## src/hdl/instr_timing_pkg.sv

```systemverilog
// Package with constants and types for the instruction timing control block
package instr_timing_pkg;
  // ****************************************************************
  // Timing
  // ****************************************************************
  localparam int unsigned CLKS_PER_ICYCLE = 4;
  localparam logic [1:0] PHASE_LAST = 2'h3;
  localparam logic [1:0] PHASE_FIRST = 2'h0;

  // ****************************************************************
  // Widths and values
  // ****************************************************************
  localparam int unsigned DATA_W = 8;
  localparam int unsigned PC_W = 13;
  localparam int unsigned STACK_DEPTH = 8;
  localparam logic [7:0] BYTE_ZERO = 8'h00;
  localparam logic [7:0] BYTE_ONE = 8'h01;
  localparam logic [12:0] PC_RESET = 13'h0000;
  localparam logic [12:0] PC_STEP = 13'h0001;

  // ****************************************************************
  // Decoded operation classes
  // ****************************************************************
  typedef enum logic [4:0] {
    op_nop, op_add, op_adc, op_sub, op_sbc, op_and, op_or, op_xor,
    op_complement_mem, op_add_one, op_sub_one_mem,
    op_rotate_right_plain, op_rotate_left_plain, op_rotate_right_via_carry, op_rotate_left_via_carry,
    op_bit_force_high, op_bit_force_low, op_mov,
    op_jump_unconditional, op_call, op_subroutine_exit, op_interrupt_exit,
    op_table_read, op_skip_zero, op_skip_nonzero, op_skip_bit_zero, op_skip_bit_one,
    op_halt, op_wdt_clear
  } op_type;

  typedef enum {
    st_run,
    st_extra,
    st_halted
  } state_type;
endpackage

```

## src/hdl/instr_timing_ctrl.sv

```systemverilog
// Instruction sequencing, cycle-count control and execution datapath of the core
// Contract
// (RQ1) One instruction cycle is four system clocks; execution advances only at boundaries.
// (RQ2) Instructions complete in one instruction cycle unless another rule adds one.
// (RQ3) Jump, call, subroutine exit, interrupt exit and table read take two cycles.
// (RQ4) Writing the program counter low byte jumps there and adds one cycle.
// (RQ5) Skip takes one cycle without skipping, one more when skipping.
// (RQ6) Skip tests a memory byte or bit, then runs or bypasses next instruction.
// (RQ7) Addition beyond 255 sets carry; subtraction below zero sets borrow, 8-bit operands.
// (RQ8) Increment and decrement change value by one, result to memory or accumulator.
// (RQ9) AND, OR, XOR and complement set zero flag on zero result.
// (RQ10) Logical operations with memory route their data through the accumulator; complement here takes memory data directly, without it.
// (RQ11) Rotates shift one bit; through-carry variants move shifted-out bit to carry.
// (RQ12) Subroutine exit resumes right after the invoking instruction.
// (RQ13) Unconditional jump loads target without saving a return address.
// (RQ14) Bit set and clear alter only the selected bit of a byte.
// (RQ15) Table read fetches program memory data for the data side.
// (RQ16) Power-down instruction halts execution; watchdog control instructions exist.
// (RQ17) Interrupt exit sets global interrupt enable; subroutine exit leaves it.
// (RQ18) Two-cycle instructions discard the prefetch and refetch from the new counter.
module instr_timing_ctrl #(
  parameter int unsigned PC_W = instr_timing_pkg::PC_W,
  parameter int unsigned STACK_DEPTH = instr_timing_pkg::STACK_DEPTH
) (
  input wire logic i_clk,
  input wire logic i_resetn,
  input wire instr_timing_pkg::op_type i_op,
  input wire logic i_op_valid,
  input wire logic [7:0] i_mem_data,
  input wire logic [7:0] i_imm,
  input wire logic i_use_imm,
  input wire logic i_dest_acc,
  input wire logic i_dest_pc_low,
  input wire logic [2:0] i_bit_sel,
  input wire logic [PC_W-1:0] i_target,
  input wire logic [7:0] i_table_data,
  input wire logic i_wake,
  output logic [1:0] o_phase,
  output logic o_icycle_end,
  output logic [PC_W-1:0] o_pc,
  output logic o_fetch_flush,
  output logic o_busy_extra,
  output logic [7:0] o_acc,
  output logic o_carry,
  output logic o_zero,
  output logic o_mem_we,
  output logic [7:0] o_mem_wdata,
  output logic o_table_rd,
  output logic [7:0] o_table_latch,
  output logic o_global_irq_enable,
  output logic o_halted,
  output logic o_wdt_clear
);
  // ****************************************************************
  // Phase counter
  // ****************************************************************
  logic [1:0] phase_ff, nxt_phase;
  logic boundary;

  always_comb begin
    nxt_phase = phase_ff + 2'h1; // see (RQ1)
    boundary = (phase_ff == instr_timing_pkg::PHASE_LAST); // see (RQ1)
  end

  always_ff @(posedge i_clk) begin
    if (!i_resetn) begin
      phase_ff <= instr_timing_pkg::PHASE_FIRST;
    end else begin
      phase_ff <= nxt_phase;
    end
  end

  // ****************************************************************
  // Sequencer and datapath
  // ****************************************************************
  instr_timing_pkg::state_type state_ff, nxt_state;
  logic [PC_W-1:0] pc_ff, nxt_pc;
  logic [PC_W-1:0] stack_ff [STACK_DEPTH];
  logic [PC_W-1:0] nxt_stack [STACK_DEPTH];
  logic [$clog2(STACK_DEPTH):0] sp_ff, nxt_sp;
  logic [7:0] acc_ff, nxt_acc, wdata_ff, nxt_wdata, tbl_ff, nxt_tbl;
  logic carry_ff, nxt_carry, zero_ff, nxt_zero, gie_ff, nxt_gie;
  logic we_ff, nxt_we, flush_ff, nxt_flush, trd_ff, nxt_trd, wdt_ff, nxt_wdt, end_ff;
  logic [8:0] sum;
  logic [7:0] opnd, res, mask;
  logic two_cycle, write_res, skip, skip_op;
  logic busy_ff, nxt_busy, halted_ff, nxt_halted;
  localparam int unsigned SP_W = $clog2(STACK_DEPTH) + 1;

  always_comb begin
    nxt_state = state_ff;
    nxt_pc = pc_ff;
    nxt_stack = stack_ff;
    nxt_sp = sp_ff;
    nxt_acc = acc_ff;
    nxt_wdata = wdata_ff;
    nxt_tbl = tbl_ff;
    nxt_carry = carry_ff;
    nxt_zero = zero_ff;
    nxt_gie = gie_ff;
    nxt_we = 1'b0;
    nxt_flush = 1'b0;
    nxt_trd = 1'b0;
    nxt_wdt = 1'b0;
    sum = 9'h000;
    res = acc_ff;
    opnd = i_use_imm ? i_imm : i_mem_data;
    mask = instr_timing_pkg::BYTE_ONE << i_bit_sel;
    two_cycle = 1'b0;
    write_res = 1'b0;
    skip = 1'b0;
    skip_op = 1'b0;
    case (state_ff)
      instr_timing_pkg::st_run: begin
        if (boundary && i_op_valid) begin // see (RQ1)
          nxt_pc = pc_ff + instr_timing_pkg::PC_STEP;
          case (i_op)
            instr_timing_pkg::op_add, instr_timing_pkg::op_adc: begin
              sum = {1'b0, acc_ff} + {1'b0, opnd} + {8'h00, (i_op == instr_timing_pkg::op_adc) & carry_ff};
              res = sum[7:0];
              nxt_carry = sum[8]; // see (RQ7)
              nxt_zero = (res == instr_timing_pkg::BYTE_ZERO);
              write_res = 1'b1;
            end
            instr_timing_pkg::op_sub, instr_timing_pkg::op_sbc: begin
              sum = {1'b0, acc_ff} - {1'b0, opnd} - {8'h00, (i_op == instr_timing_pkg::op_sbc) & ~carry_ff};
              res = sum[7:0];
              nxt_carry = ~sum[8]; // see (RQ7)
              nxt_zero = (res == instr_timing_pkg::BYTE_ZERO);
              write_res = 1'b1;
            end
            instr_timing_pkg::op_and, instr_timing_pkg::op_or, instr_timing_pkg::op_xor: begin
              // Operand always meets the accumulator first
              res = (i_op == instr_timing_pkg::op_and) ? (acc_ff & opnd) :
                    (i_op == instr_timing_pkg::op_or) ? (acc_ff | opnd) : (acc_ff ^ opnd); // see (RQ10)
              nxt_zero = (res == instr_timing_pkg::BYTE_ZERO); // see (RQ9)
              write_res = 1'b1;
            end
            instr_timing_pkg::op_complement_mem: begin
              res = ~i_mem_data;
              nxt_zero = (res == instr_timing_pkg::BYTE_ZERO); // see (RQ9)
              write_res = 1'b1;
            end
            instr_timing_pkg::op_add_one, instr_timing_pkg::op_sub_one_mem: begin
              res = (i_op == instr_timing_pkg::op_add_one) ? i_mem_data + instr_timing_pkg::BYTE_ONE :
                    i_mem_data - instr_timing_pkg::BYTE_ONE; // see (RQ8)
              nxt_zero = (res == instr_timing_pkg::BYTE_ZERO);
              write_res = 1'b1;
            end
            instr_timing_pkg::op_rotate_right_plain: begin
              res = {i_mem_data[0], i_mem_data[7:1]}; // see (RQ11)
              write_res = 1'b1;
            end
            instr_timing_pkg::op_rotate_left_plain: begin
              res = {i_mem_data[6:0], i_mem_data[7]}; // see (RQ11)
              write_res = 1'b1;
            end
            instr_timing_pkg::op_rotate_right_via_carry: begin
              res = {carry_ff, i_mem_data[7:1]};
              nxt_carry = i_mem_data[0]; // see (RQ11)
              write_res = 1'b1;
            end
            instr_timing_pkg::op_rotate_left_via_carry: begin
              res = {i_mem_data[6:0], carry_ff};
              nxt_carry = i_mem_data[7]; // see (RQ11)
              write_res = 1'b1;
            end
            instr_timing_pkg::op_bit_force_high, instr_timing_pkg::op_bit_force_low: begin
              // Read-modify-write keeps the other seven bits
              res = (i_op == instr_timing_pkg::op_bit_force_high) ? (i_mem_data | mask) :
                    (i_mem_data & ~mask); // see (RQ14)
              write_res = 1'b1;
            end
            instr_timing_pkg::op_mov: begin
              res = i_dest_acc ? opnd : acc_ff;
              write_res = 1'b1;
            end
            instr_timing_pkg::op_jump_unconditional: begin
              nxt_pc = i_target; // see (RQ13)
              two_cycle = 1'b1; // see (RQ3)
            end
            instr_timing_pkg::op_call: begin
              if (sp_ff < STACK_DEPTH[$clog2(STACK_DEPTH):0]) begin
                nxt_stack[sp_ff[$clog2(STACK_DEPTH)-1:0]] = pc_ff + instr_timing_pkg::PC_STEP; // see (RQ12)
                nxt_sp = sp_ff + SP_W'(1);
              end
              nxt_pc = i_target;
              two_cycle = 1'b1; // see (RQ3)
            end
            instr_timing_pkg::op_subroutine_exit, instr_timing_pkg::op_interrupt_exit: begin
              if (sp_ff != '0) begin
                nxt_sp = sp_ff - SP_W'(1);
                nxt_pc = stack_ff[nxt_sp[$clog2(STACK_DEPTH)-1:0]]; // see (RQ12)
              end
              if (i_op == instr_timing_pkg::op_interrupt_exit) begin
                nxt_gie = 1'b1; // see (RQ17)
              end
              two_cycle = 1'b1; // see (RQ3)
            end
            instr_timing_pkg::op_table_read: begin
              nxt_tbl = i_table_data; // see (RQ15)
              nxt_trd = 1'b1;
              two_cycle = 1'b1; // see (RQ3)
            end
            instr_timing_pkg::op_skip_zero, instr_timing_pkg::op_skip_nonzero,
            instr_timing_pkg::op_skip_bit_zero, instr_timing_pkg::op_skip_bit_one: begin
              skip_op = 1'b1;
              case (i_op)
                instr_timing_pkg::op_skip_zero: skip = (i_mem_data == instr_timing_pkg::BYTE_ZERO); // see (RQ6)
                instr_timing_pkg::op_skip_nonzero: skip = (i_mem_data != instr_timing_pkg::BYTE_ZERO);
                instr_timing_pkg::op_skip_bit_zero: skip = ~i_mem_data[i_bit_sel];
                default: skip = i_mem_data[i_bit_sel];
              endcase
              if (i_dest_acc) begin
                nxt_acc = i_mem_data;
              end
              if (skip) begin
                nxt_pc = pc_ff + instr_timing_pkg::PC_STEP + instr_timing_pkg::PC_STEP; // see (RQ6)
                two_cycle = 1'b1; // see (RQ5)
              end
            end
            instr_timing_pkg::op_halt: begin
              nxt_state = instr_timing_pkg::st_halted; // see (RQ16)
            end
            instr_timing_pkg::op_wdt_clear: begin
              nxt_wdt = 1'b1; // see (RQ16)
            end
            default: begin
            end
          endcase
          if (write_res && !skip_op) begin
            if (i_dest_acc) begin
              nxt_acc = res; // see (RQ8)
            end else if (i_dest_pc_low) begin
              nxt_pc = {pc_ff[PC_W-1:8], res}; // see (RQ4)
              two_cycle = 1'b1; // see (RQ4)
            end else begin
              nxt_we = 1'b1;
              nxt_wdata = res;
            end
          end
          if (two_cycle) begin
            // Prefetched word is stale once the counter jumps
            nxt_flush = 1'b1; // see (RQ18)
            nxt_state = instr_timing_pkg::st_extra;
          end
        end
      end
      instr_timing_pkg::st_extra: begin
        if (boundary) begin
          nxt_state = instr_timing_pkg::st_run; // see (RQ2)
        end
      end
      instr_timing_pkg::st_halted: begin
        // Wake only lines up on a boundary so phases stay aligned
        if (boundary && i_wake) begin
          nxt_state = instr_timing_pkg::st_run; // see (RQ16)
        end
      end
      default: begin
        nxt_state = instr_timing_pkg::st_run;
      end
    endcase
    // Registered decodes keep these outputs glitch free
    nxt_busy = (nxt_state == instr_timing_pkg::st_extra);
    nxt_halted = (nxt_state == instr_timing_pkg::st_halted);
  end

  always_ff @(posedge i_clk) begin
    if (!i_resetn) begin
      state_ff <= instr_timing_pkg::st_run;
      pc_ff <= instr_timing_pkg::PC_RESET[PC_W-1:0];
      for (int i = 0; i < STACK_DEPTH; i++) begin
        stack_ff[i] <= '0;
      end
      sp_ff <= '0;
      acc_ff <= instr_timing_pkg::BYTE_ZERO;
      wdata_ff <= instr_timing_pkg::BYTE_ZERO;
      tbl_ff <= instr_timing_pkg::BYTE_ZERO;
      carry_ff <= 1'b0;
      zero_ff <= 1'b0;
      gie_ff <= 1'b0;
      we_ff <= 1'b0;
      flush_ff <= 1'b0;
      trd_ff <= 1'b0;
      wdt_ff <= 1'b0;
      end_ff <= 1'b0;
      busy_ff <= 1'b0;
      halted_ff <= 1'b0;
    end else begin
      state_ff <= nxt_state;
      pc_ff <= nxt_pc;
      stack_ff <= nxt_stack;
      sp_ff <= nxt_sp;
      acc_ff <= nxt_acc;
      wdata_ff <= nxt_wdata;
      tbl_ff <= nxt_tbl;
      carry_ff <= nxt_carry;
      zero_ff <= nxt_zero;
      gie_ff <= nxt_gie;
      we_ff <= nxt_we;
      flush_ff <= nxt_flush;
      trd_ff <= nxt_trd;
      wdt_ff <= nxt_wdt;
      end_ff <= boundary;
      busy_ff <= nxt_busy;
      halted_ff <= nxt_halted;
    end
  end

  // ****************************************************************
  // Outputs
  // ****************************************************************
  always_comb begin
    o_phase = phase_ff;
    o_icycle_end = end_ff;
    o_pc = pc_ff;
    o_fetch_flush = flush_ff;
    o_busy_extra = busy_ff;
    o_acc = acc_ff;
    o_carry = carry_ff;
    o_zero = zero_ff;
    o_mem_we = we_ff;
    o_mem_wdata = wdata_ff;
    o_table_rd = trd_ff;
    o_table_latch = tbl_ff;
    o_global_irq_enable = gie_ff;
    o_halted = halted_ff;
    o_wdt_clear = wdt_ff;
  end
endmodule

```

## config.mk

```make
export PLATFORM = sky130hd
export DESIGN_NAME = instr_timing_ctrl
export DESIGN_NICKNAME = d
export VERILOG_FILES = /design/src/hdl/instr_timing_pkg.sv /design/src/hdl/instr_timing_ctrl.sv
export SDC_FILE = /design/constraint.sdc
export NUM_CORES = 1
export LEC_CHECK = 0
export CAP_MARGIN = 10
export CELL_PAD_IN_SITES_DETAIL_PLACEMENT = 1
export CELL_PAD_IN_SITES_GLOBAL_PLACEMENT = 1
export CORE_ASPECT_RATIO = 0.9
export CORE_MARGIN = 2
export CORE_UTILIZATION = 43
export CTS_CLUSTER_DIAMETER = 150
export DETAILED_ROUTE_END_ITERATION = 8
export DONT_BUFFER_PORTS = 1
export GPL_TIMING_DRIVEN = 0
export PLACE_DENSITY = 0.82
export SLEW_MARGIN = 25
export SYNTH_ARGS = -nofsm -noshare
export SYNTH_HDL_FRONTEND = slang
export SYNTH_SLANG_ARGS = --single-unit
```

## constraint.sdc

```tcl
create_clock -name i_clk -period 8.5 [get_ports i_clk]
set_clock_uncertainty 0.1 [all_clocks]
set_input_delay 0.85 -clock i_clk [delete_from_list [all_inputs] [get_ports i_clk]]
set_output_delay 0.85 -clock i_clk [all_outputs]
set_load 0.02 [all_outputs]
```

==> Implementation_results.wiki, run 1 <==
{| class="wikitable"
! Metric !! Value
|-
| Area growth, synth to finish || 10.73%
|-
| Proportion of synthesized flip-flops having asynchronous set or reset || 0%
|-
| Transition at the pin with the smallest max-transition slack || 0.9611 ns
|-
| Global-route wire length before repair || 67520 um
|-
| Setup fix buffers added after clock tree synthesis || 0
|-
| Wirelength, routed || 45260 um
|-
| Count of mapped cells out of synthesis || 1336
|-
| Rows || 56
|-
| Root cell of the clock tree || clkbuf_16
|-
| Endpoint kind of the worst setup timing path || flip-flop
|-
| Worst min-delay path startpoint || stack_ff[47]
|-
| Residual overflow from global routing || 0
|-
| Synthesized area per cell || 8.462 um2
|-
| Number of design rule violations left after detail routing || 0
|-
| Maximum fanout along the worst path || 10
|-
| Hold bufs inserted after CTS || 0
|-
| Worst reg2reg startpoint || sp_ff[0]
|-
| Peak supply drop || 0.1417 mV
|-
| Height of the die || 157.8 um
|-
| Detail Placement HPWL || 33850 um
|-
| Number of buffers created by CTS || 17
|-
| Number of routed nets with antenna violations || 0
|-
| Reg2reg path depth || 12
|-
| R2r setup slk || 3.21 ns
|-
| Clock tree from TritonCTS || yes
|-
| Worst Path Class, Setup || reg2reg
|-
| Critical R2R Capture || o_pc[4]
|-
| Num Clock Sinks || 189
|-
| Maximum number of pins on one net before global-route repair || 23
|-
| Portion of netlist area occupied by mux cells || 8.876%
|-
| Number of endpoints with negative hold slack in the final report || 0
|-
| Min-Delay Path Class || reg2reg
|-
| Critical Path RT || 8.71 ns
|-
| Placed Cells incl. Taps || 1713
|-
| Violation count after the first detailed-route iteration || 1222
|-
| Die footprint || 27610 um2
|-
| Arrival @ worst endpoint || 5.51 ns
|-
| Outcome || complete, no violations
|-
| Number of max-cap violations || 0
|-
| Area share of the largest cell type after synthesis || 33.47%
|-
| Starting Density || 43.61%
|-
| Number of global-route vias before repair || 11236
|-
| Setup crit start kind || flip-flop
|-
| Leakage dissipation || 4.370 nW
|-
| Slack of the critical path || 3.205 ns
|-
| Most frequent cell on the critical path || clkbuf_1
|-
| Max Root-Sink Buffers || 2
|-
| Detailed-route vias per instance || 6.492
|-
| Final setup fails || 0
|-
| Mapped cell area || 11310 um2
|-
| Clock latency reported for the late side of the worst-skew pair || 0.46 ns
|-
| Slowest stage delay, CP || 0.76 ns
|-
| Worst slack after detailed placement || 3.094 ns
|-
| All-layer global routing usage || 32.45%
|-
| Slowest stage cell on the critical path || clkbuf_1
|-
| Number of enable-type register cells in the synthesized netlist || 0
|-
| Post-synthesis share of cell area spent on xor and xnor gates || 2.944%
|-
| Series of cell instances along the critical path || clkbuf_1 -> buf_2 -> buf_2 -> inv_1 -> ha_1 -> clkbuf_1 -> clkbuf_1 -> mux4_2 -> mux2i_1 -> o22ai_1 -> a2111oi_0 -> o22ai_1
|-
| Die Wd || 174.9 um
|-
| Dominant delay contributor by cell family on the critical path || buffers and inverters
|-
| Pre-antenna DRT Iters || 5
|-
| Synth area leader || dfxtp_1
|-
| Power density normalized to cell area || 162.5 nW/um2
|-
| Setup TNS || 0 ns
|-
| Number of instances on the worst hold path || 2
|-
| Filler cell count in the final layout || 3134
|-
| Synth Register Bits || 189
|-
| Sequential-to-total area share from yosys stat || 33.47%
|-
| Synth Area in Simple Gates || 20.95%
|-
| Final worst path period share || 62.29%
|-
| Final standard cell area without fillers || 12520 um2
|-
| Worst slew margin relative to its limit || 35.34%
|-
| Predominant post-synthesis flop cell || dfxtp_1
|-
| Main combinational cell family by area after synthesis || compound AO/OA/AOI/OAI gates
|-
| Layout cell share with drive strength beyond 1 || 9.878%
|-
| Syn. warnings || 0
|-
| Capture endpoint of the worst hold path || stack_ff[47]
|-
| Number of input and output port buffers inserted || 0
|-
| RSZ-0062 raised after global routing || no
|-
| Final net count || 1482
|-
| Post-layout instance count excluding filler cells || 1747
|-
| Max-slew violation count || 0
|-
| Routed length per placed instance || 25.91 um
|-
| Number of H-tree branching levels || 4
|-
| Antenna violations before repair || 1
|-
| Cells taking the most area after synthesis || dfxtp_1 33%, a211oi_1 5.6%, nor2_1 5.6%
|-
| Synth cell types || 94
|-
| Clock edge transition at the registers on the reported setup and hold paths || 0.09 ns
|-
| Final period demand of the worst path || 5.295 ns
|-
| Post-synthesis share of cell area spent on full adders, half adders and majority gates || 5.423%
|-
| Total number of vias || 11342
|-
| Compound-cell area share of the yosys netlist || 22.61%
|-
| Ports placed on the boundary || 101
|-
| Cts repair resizes || 0
|-
| Instance area at placement || 11850 um2
|-
| Highest attainable clock frequency || 188.9 MHz
|-
| Buf/Inv on CP || 6
|-
| GP Congestion || 1.018
|-
| Core footprint || 25920 um2
|}
==> logic make-up (layout without fill, tap and decap cells) <==
logic type | after synthesis | after routing
flip-flops | 189 | 189
AND/OR/NAND/NOR | 472 | 472
adder cells (fa/ha/maj) | 46 | 46
other | 1 | 32
multiplexers | 66 | 66
buffers and inverters | 157 | 189
AO/OA/AOI/OAI | 367 | 367
XOR/XNOR | 38 | 38
==> cell usage after synthesis, drive strengths merged (6+ instances only) <==
library cell    n
a21o            6
a221oi          8
xor2           21
a211oi         86
or4             9
o21ai          47
o21a            8
or3            11
clkbuf         76
nand3b          6
inv            43
o211ai         15
or2            17
a2111oi         7
nor2b          12
nor4           19
o22ai           6
ha             41
nand2         104
nand2b         12
buf            36
nor3           23
mux2i          35
xnor2          17
nand3          24
and2           13
a21oi          98
a31oi          11
nand4          17
nor2          168
mux4           27
dfxtp         189
a211o           6
and3            7
nor3b          10
==> final cells by class <==
cell class | count | area, um2 | share of cell area, %
diodes | 2 | 5.005 | 0.03998
flip-flops and latches | 189 | 3784 | 30.22
inverters | 45 | 168.9 | 1.349
clock buffers | 17 | 425.4 | 3.398
well taps | 348 | 435.4 | 3.478
plain buffers | 112 | 475.5 | 3.798
clock inverters | 15 | 224.0 | 1.789
multi-input cells | 1019 | 7002 | 55.93
==> registers in the layout, summed over array words and instances, names as in the netlist, 2 cells and up <==
register,cells
o_acc,8
o_mem_wdata,8
o_pc,13
stack_ff,104
sp_ff,4
state_ff,32
o_phase,2
o_table_latch,8
==> worst max-delay path by stage <==
stage,start,end,slack (ns),cells after the start
3_3_place_gp,i_op[4],o_pc[6],3.04,13
2_1_floorplan,i_op[0],o_zero,4.41,14
4_1_cts,sp_ff[0],o_pc[4],3.31,12
3_5_place_dp,i_op[4],o_pc[6],3.09,13
5_1_grt,sp_ff[0],o_pc[4],3.01,12
6_report,sp_ff[0],o_pc[4],3.21,12
==> power breakdown <==
| group | total [mW] | switching, mW | internal [mW] |
|---|---|---|---|
| Combinational | 0.247 | 0.172 | 0.0743 |
| Clock | 0.891 | 0.451 | 0.440 |
| Sequential | 0.897 | 0.00403 | 0.893 |
==> worst register-to-register path, stage by stage, from the launching register on <==
cell and delay [ns]:
dfxtp_1 0.34, clkbuf_1 0.30, buf_2 0.46, buf_2 0.44, inv_1 0.20, ha_1 0.33
clkbuf_1 0.58, clkbuf_1 0.76, mux4_2 0.43, mux2i_1 0.24, o22ai_1 0.12, a2111oi_0 0.61
o22ai_1 0.24
==> metal layers <==
metal,GRT usage (%),wire length [um],up-vias
li1,-,-,4962
met1,42.49,19220,5646
met2,50.10,19890,619
met3,9.822,4570,115
met4,13.06,1585,0
met5,0,0,-
==> cells in the final DEF (no fill, tap or decap), drive strengths merged, types with 7 or more instances in the layout <==
cell       n
nor4      19
a211oi    86
or3       11
xnor2     17
o21a       8
a2111oi    7
o21ai     47
nor3b     10
a221oi     8
mux4      27
nand2b    12
conb      30
or2       17
a31oi     11
o211ai    15
nand4     17
buf       36
clkinv     7
nor3      23
nor2b     12
nand3     24
or4        9
and2      13
nor2     168
a21oi     98
xor2      21
clkbuf    93
nand2    104
mux2i     35
and3       7
inv       52
dfxtp    189
ha        41
==> metrics by stage <==
stage	utilization [%]	power (mW)	hold WS (ns)
after floorplan	-	1.073	0.3332
after global placement	45.71	1.146	0.3412
after detailed placement	45.71	1.151	0.3473
after CTS	48.21	2.025	0.3589
after global routing	48.28	2.089	0.3765
final	48.29	2.034	0.3590
Power figures use the tool's default switching activity.
==> run 2, diff against run 1 <==
--- a/config.mk
+++ b/config.mk
@@ -5,17 +5,18 @@
 export SDC_FILE = /design/constraint.sdc
 export NUM_CORES = 1
 export LEC_CHECK = 0
+export ABC_AREA = 1
 export CAP_MARGIN = 10
 export CELL_PAD_IN_SITES_DETAIL_PLACEMENT = 1
 export CELL_PAD_IN_SITES_GLOBAL_PLACEMENT = 1
 export CORE_ASPECT_RATIO = 0.9
 export CORE_MARGIN = 2
-export CORE_UTILIZATION = 43
+export CORE_UTILIZATION = 41
 export CTS_CLUSTER_DIAMETER = 150
 export DETAILED_ROUTE_END_ITERATION = 8
 export DONT_BUFFER_PORTS = 1
 export GPL_TIMING_DRIVEN = 0
-export PLACE_DENSITY = 0.82
+export PLACE_DENSITY = 0.86
 export SLEW_MARGIN = 25
 export SYNTH_ARGS = -nofsm -noshare
 export SYNTH_HDL_FRONTEND = slang
==> constraint.sdc (replaced) <==
create_clock -name i_clk -period 4.6 [get_ports i_clk]
set_clock_uncertainty 0.1 [all_clocks]
set_input_delay 0.46 -clock i_clk [delete_from_list [all_inputs] [get_ports i_clk]]
set_output_delay 0.46 -clock i_clk [all_outputs]
set_load 0.02 [all_outputs]
==> run 2 against run 1 <==
Against the previous run:
- register-to-register slack worse by 2.9 ns
- power is 78% higher
- die area rose by 8.2%
- sequential cell count stayed put
- global-route usage is 0.24 points higher
- combinational power grew 73%
==> Implementation_results.wiki, run 2 <==
{| class="wikitable"
! Metric !! Value
|-
| Outcome || complete, no violations
|-
| Sequential-to-total area share from yosys stat || 32.37% (-1.1 points)
|-
| Worst Path Class, Setup || reg2reg
|-
| Sequential cell area || 3784 um2 (unchanged)
|-
| Detail Placement HPWL || 37380 um (+10%)
|-
| Global-route wire length before repair || 74230 um (+9.9%)
|-
| Final net count || 1984 (+34%)
|-
| Reg2reg path depth || 12 (unchanged)
|-
| Peak supply drop || 0.2613 mV (+84%)
|-
| Number of design rule violations left after detail routing || 0 (unchanged)
|-
| Layout cell share with drive strength beyond 1 || 5.161% (-4.7 points)
|-
| Length of routed met3 wiring || 5247 um (+15%)
|-
| Max Root-Sink Buffers || 2 (unchanged)
|-
| Footprint of the multi-input gates || 7004 um2 (about the same)
|-
| Highest attainable clock frequency || 231.7 MHz (+23%)
|-
| Predominant post-synthesis flop cell || dfxtp_1
|-
| Clock Power Share || 42.3% (-1.5 points)
|-
| Num Clock Sinks || 189 (unchanged)
|-
| Root cell of the clock tree || clkbuf_16
|-
| Synth Area in Simple Gates || 34.78% (+14 points)
|-
| Die Wd || 182.0 um (+4.0%)
|-
| Count of mapped cells out of synthesis || 1838 (+38%)
|-
| Detailed-routing wirelength on met1 || 21970 um (+14%)
|-
| Residual overflow from global routing || 0 (unchanged)
|-
| Pre-antenna DRT Iters || 5 (unchanged)
|-
| Leakage dissipation || 5.259 nW (+20%)
|-
| Mapped cell area || 11690 um2 (+3.4%)
|-
| Min-Delay Path Class || in2reg
|-
| Main combinational cell family by area after synthesis || simple AND/OR/NAND/NOR gates
|-
| Max-slew violation count || 0 (unchanged)
|-
| Number of H-tree branching levels || 4 (unchanged)
|-
| Height of the die || 164.2 um (+4.0%)
|-
| Number of endpoints with negative hold slack in the final report || 0 (unchanged)
|-
| Worst slew margin relative to its limit || 35.17% (-0.16 points)
|-
| Proportion of synthesized flip-flops having asynchronous set or reset || 0% (unchanged)
|-
| Maximum number of pins on one net before global-route repair || 19 (-17%)
|-
| All-layer global routing usage || 32.69% (+0.24 points)
|-
| Clock edge transition at the registers on the reported setup and hold paths || 0.08 ns (about the same)
|-
| GP Congestion || 0.9667 (-5.0%)
|-
| Die footprint || 29870 um2 (+8.2%)
|-
| Most common cell after layout, fill and taps aside || nand2_1
|-
| Minimum hold slack || 0.09820 ns (-0.2609 ns)
|-
| Critical Path RT || 4.84 ns (-3.87 ns)
|-
| Area growth, synth to finish || 9.924%
|-
| Most frequent cells in the layout || 456 x nand2_1, 223 x nor2_1, 189 x dfxtp_1
|-
| Net switching component of the power || 1.062 mW (+69%)
|-
| Rows || 58 (+3.6%)
|-
| Compound-cell area share of the yosys netlist || 17.60% (-5.0 points)
|-
| Number of enable-type register cells in the synthesized netlist || 0 (unchanged)
|-
| Number of instances on the worst hold path || 2 (unchanged)
|-
| Power density normalized to cell area || 281.2 nW/um2 (+73%)
|-
| Wirelength, routed || 49180 um (+8.7%)
|-
| Number of input and output port buffers inserted || 0 (unchanged)
|-
| Synth cell types || 45 (-52%)
|-
| Share of power burned in combinational logic || 11.8% (-0.3 points)
|-
| Dominant cell by count in the synthesized netlist || nand2_1
|-
| Final standard cell area without fillers || 12850 um2 (+2.6%)
|-
| Final period demand of the worst path || 4.316 ns (-0.9792 ns)
|-
| Setup TNS || 0 ns (unchanged)
|-
| Starting Density || 41.72% (-1.9 points)
|-
| Cts repair resizes || 0 (unchanged)
|-
| Detailed-route vias per instance || 5.893 (-9.2%)
|-
| Portion of netlist area occupied by mux cells || 0% (-8.9 points)
|-
| Number of buffers created by CTS || 17 (unchanged)
|-
| Violation count after the first detailed-route iteration || 1211 (-0.90%)
|-
| Setup fix buffers added after clock tree synthesis || 0 (unchanged)
|-
| Synthesized area per cell || 6.359 um2 (-25%)
|-
| Sequential Power Share || 45.9% (+1.8 points)
|-
| Hold bufs inserted after CTS || 0 (unchanged)
|-
| RSZ-0062 raised after global routing || no
|-
| Leading cell types by count after synthesis || 456 x nand2_1, 223 x nor2_1, 189 x dfxtp_1
|-
| Synth area leader || dfxtp_1
|-
| Clock tree from TritonCTS || yes
|-
| Clock latency reported for the late side of the worst-skew pair || 0.46 ns (about the same)
|-
| Flip-flop count of the largest register, all copies and words added || 104 (unchanged)
|-
| Maximum fanout along the worst path || 10 (unchanged)
|-
| Instance area at placement || 12250 um2 (+3.4%)
|-
| Number of routed nets with antenna violations || 0 (unchanged)
|-
| Filler cell count in the final layout || 3806 (+21%)
|-
| Cells taking the most area after synthesis || dfxtp_1 32%, nand2_1 15%, nand3_1 7.9%
|-
| Placed Cells incl. Taps || 2227 (+30%)
|-
| Register with the most flip-flops || stack_ff
|-
| Final setup fails || 0 (unchanged)
|-
| Arrival @ worst endpoint || 4.56 ns (-0.95 ns)
|-
| Final worst path period share || 93.82% (+32 points)
|-
| Syn. warnings || 0 (unchanged)
|-
| Number of global-route vias before repair || 13063 (+16%)
|-
| Transition at the pin with the smallest max-transition slack || 0.9724 ns (+0.01132 ns)
|-
| Number of max-cap violations || 0 (unchanged)
|-
| Routed length per placed instance || 21.76 um (-16%)
|-
| Synth Register Bits || 189 (unchanged)
|-
| Ports placed on the boundary || 101 (unchanged)
|-
| Total number of vias || 13319 (+17%)
|-
| Top layer used by detailed routing || met5
|-
| Post-synthesis share of cell area spent on xor and xnor gates || 1.274% (-1.7 points)
|-
| Endpoint kind of the worst setup timing path || flip-flop
|-
| Switching share of total power || 29.39% (-1.4 points)
|-
| Setup crit start kind || flip-flop
|-
| Detail Route met2 WL || 20660 um (+3.9%)
|-
| Area share of the largest cell type after synthesis || 32.37% (-1.1 points)
|-
| Post-synthesis share of cell area spent on full adders, half adders and majority gates || 5.246% (-0.18 points)
|-
| Post-layout instance count excluding filler cells || 2260 (+29%)
|-
| Core footprint || 28010 um2 (+8.1%)
|-
| Int Pwr || 2.551 mW (+81%)
|-
| Antenna violations before repair || 3 (+2)
|}
[run 2: through the flow]
stage,setup WS (ns),utilization (%),power [mW]
after floorplan,1.454,-,1.981
after global placement,0.5520,43.72,2.094
after detailed placement,0.5403,43.75,2.109
after CTS,0.4648,45.85,3.596
after global routing,0.1400,45.86,3.715
final,0.2844,45.86,3.612
[run 2: power groups by stage]
stage | clock network [mW] | registers (mW) | logic [mW]
3_3_place_gp | 0 | 1.70 | 0.399
4_1_cts | 1.52 | 1.66 | 0.415
3_5_place_dp | 0 | 1.70 | 0.412
6_report | 1.53 | 1.66 | 0.427
5_1_grt | 1.59 | 1.66 | 0.470
2_1_floorplan | 0 | 1.69 | 0.286
[run 2: path summary, 6_finish.rpt]
kind,start,to,slack [ns]
setup reg to reg,sp_ff[0],o_pc[9],0.28
hold reg to reg,stack_ff[23],stack_ff[23],0.37
hold / removal,i_table_data[5],o_table_latch[5],0.1
setup / recovery,sp_ff[0],o_pc[9],0.28
[run 2: cell families after synthesis]
| group | count (synthesis) |
|---|---|
| DFF | 189 |
| other | 1 |
| buffers and inverters | 258 |
| adders and majority gates | 46 |
| and+or+nand+nor | 952 |
| xor gates and xnor gates | 17 |
| AOI/OAI and AO/OA | 375 |
[run 2: worst max-delay path: stages, from the launching register on]
cell and delay [ns]:
dfxtp_1 0.34, clkinv_1 0.14, clkbuf_1 0.43, clkbuf_1 0.52
ha_1 0.33, clkbuf_1 0.29, inv_1 0.31, clkbuf_1 0.53
nand3_1 0.21, a21oi_1 0.56, o311ai_0 0.21, nor2_1 0.15
a21oi_1 0.08
[run 2: layer usage]
layer / vias up / track usage, %
met4: 4 / 10.96
met5: - / 1.500
met3: 90 / 10.20
met1: 6500 / 44.36
met2: 580 / 49.08
li1: 6145 / -
[run 2: layout make-up]
type / count / area share, %
Antenna cell: 1 / 0.01948
Buffer: 88 / 2.902
Clock buffer: 18 / 3.418
Clock inverter: 14 / 1.178
Inverter: 170 / 5.006
Multi-Input combinational cell: 1420 / 54.52
Sequential cell: 189 / 29.45
Tap cell: 360 / 3.506
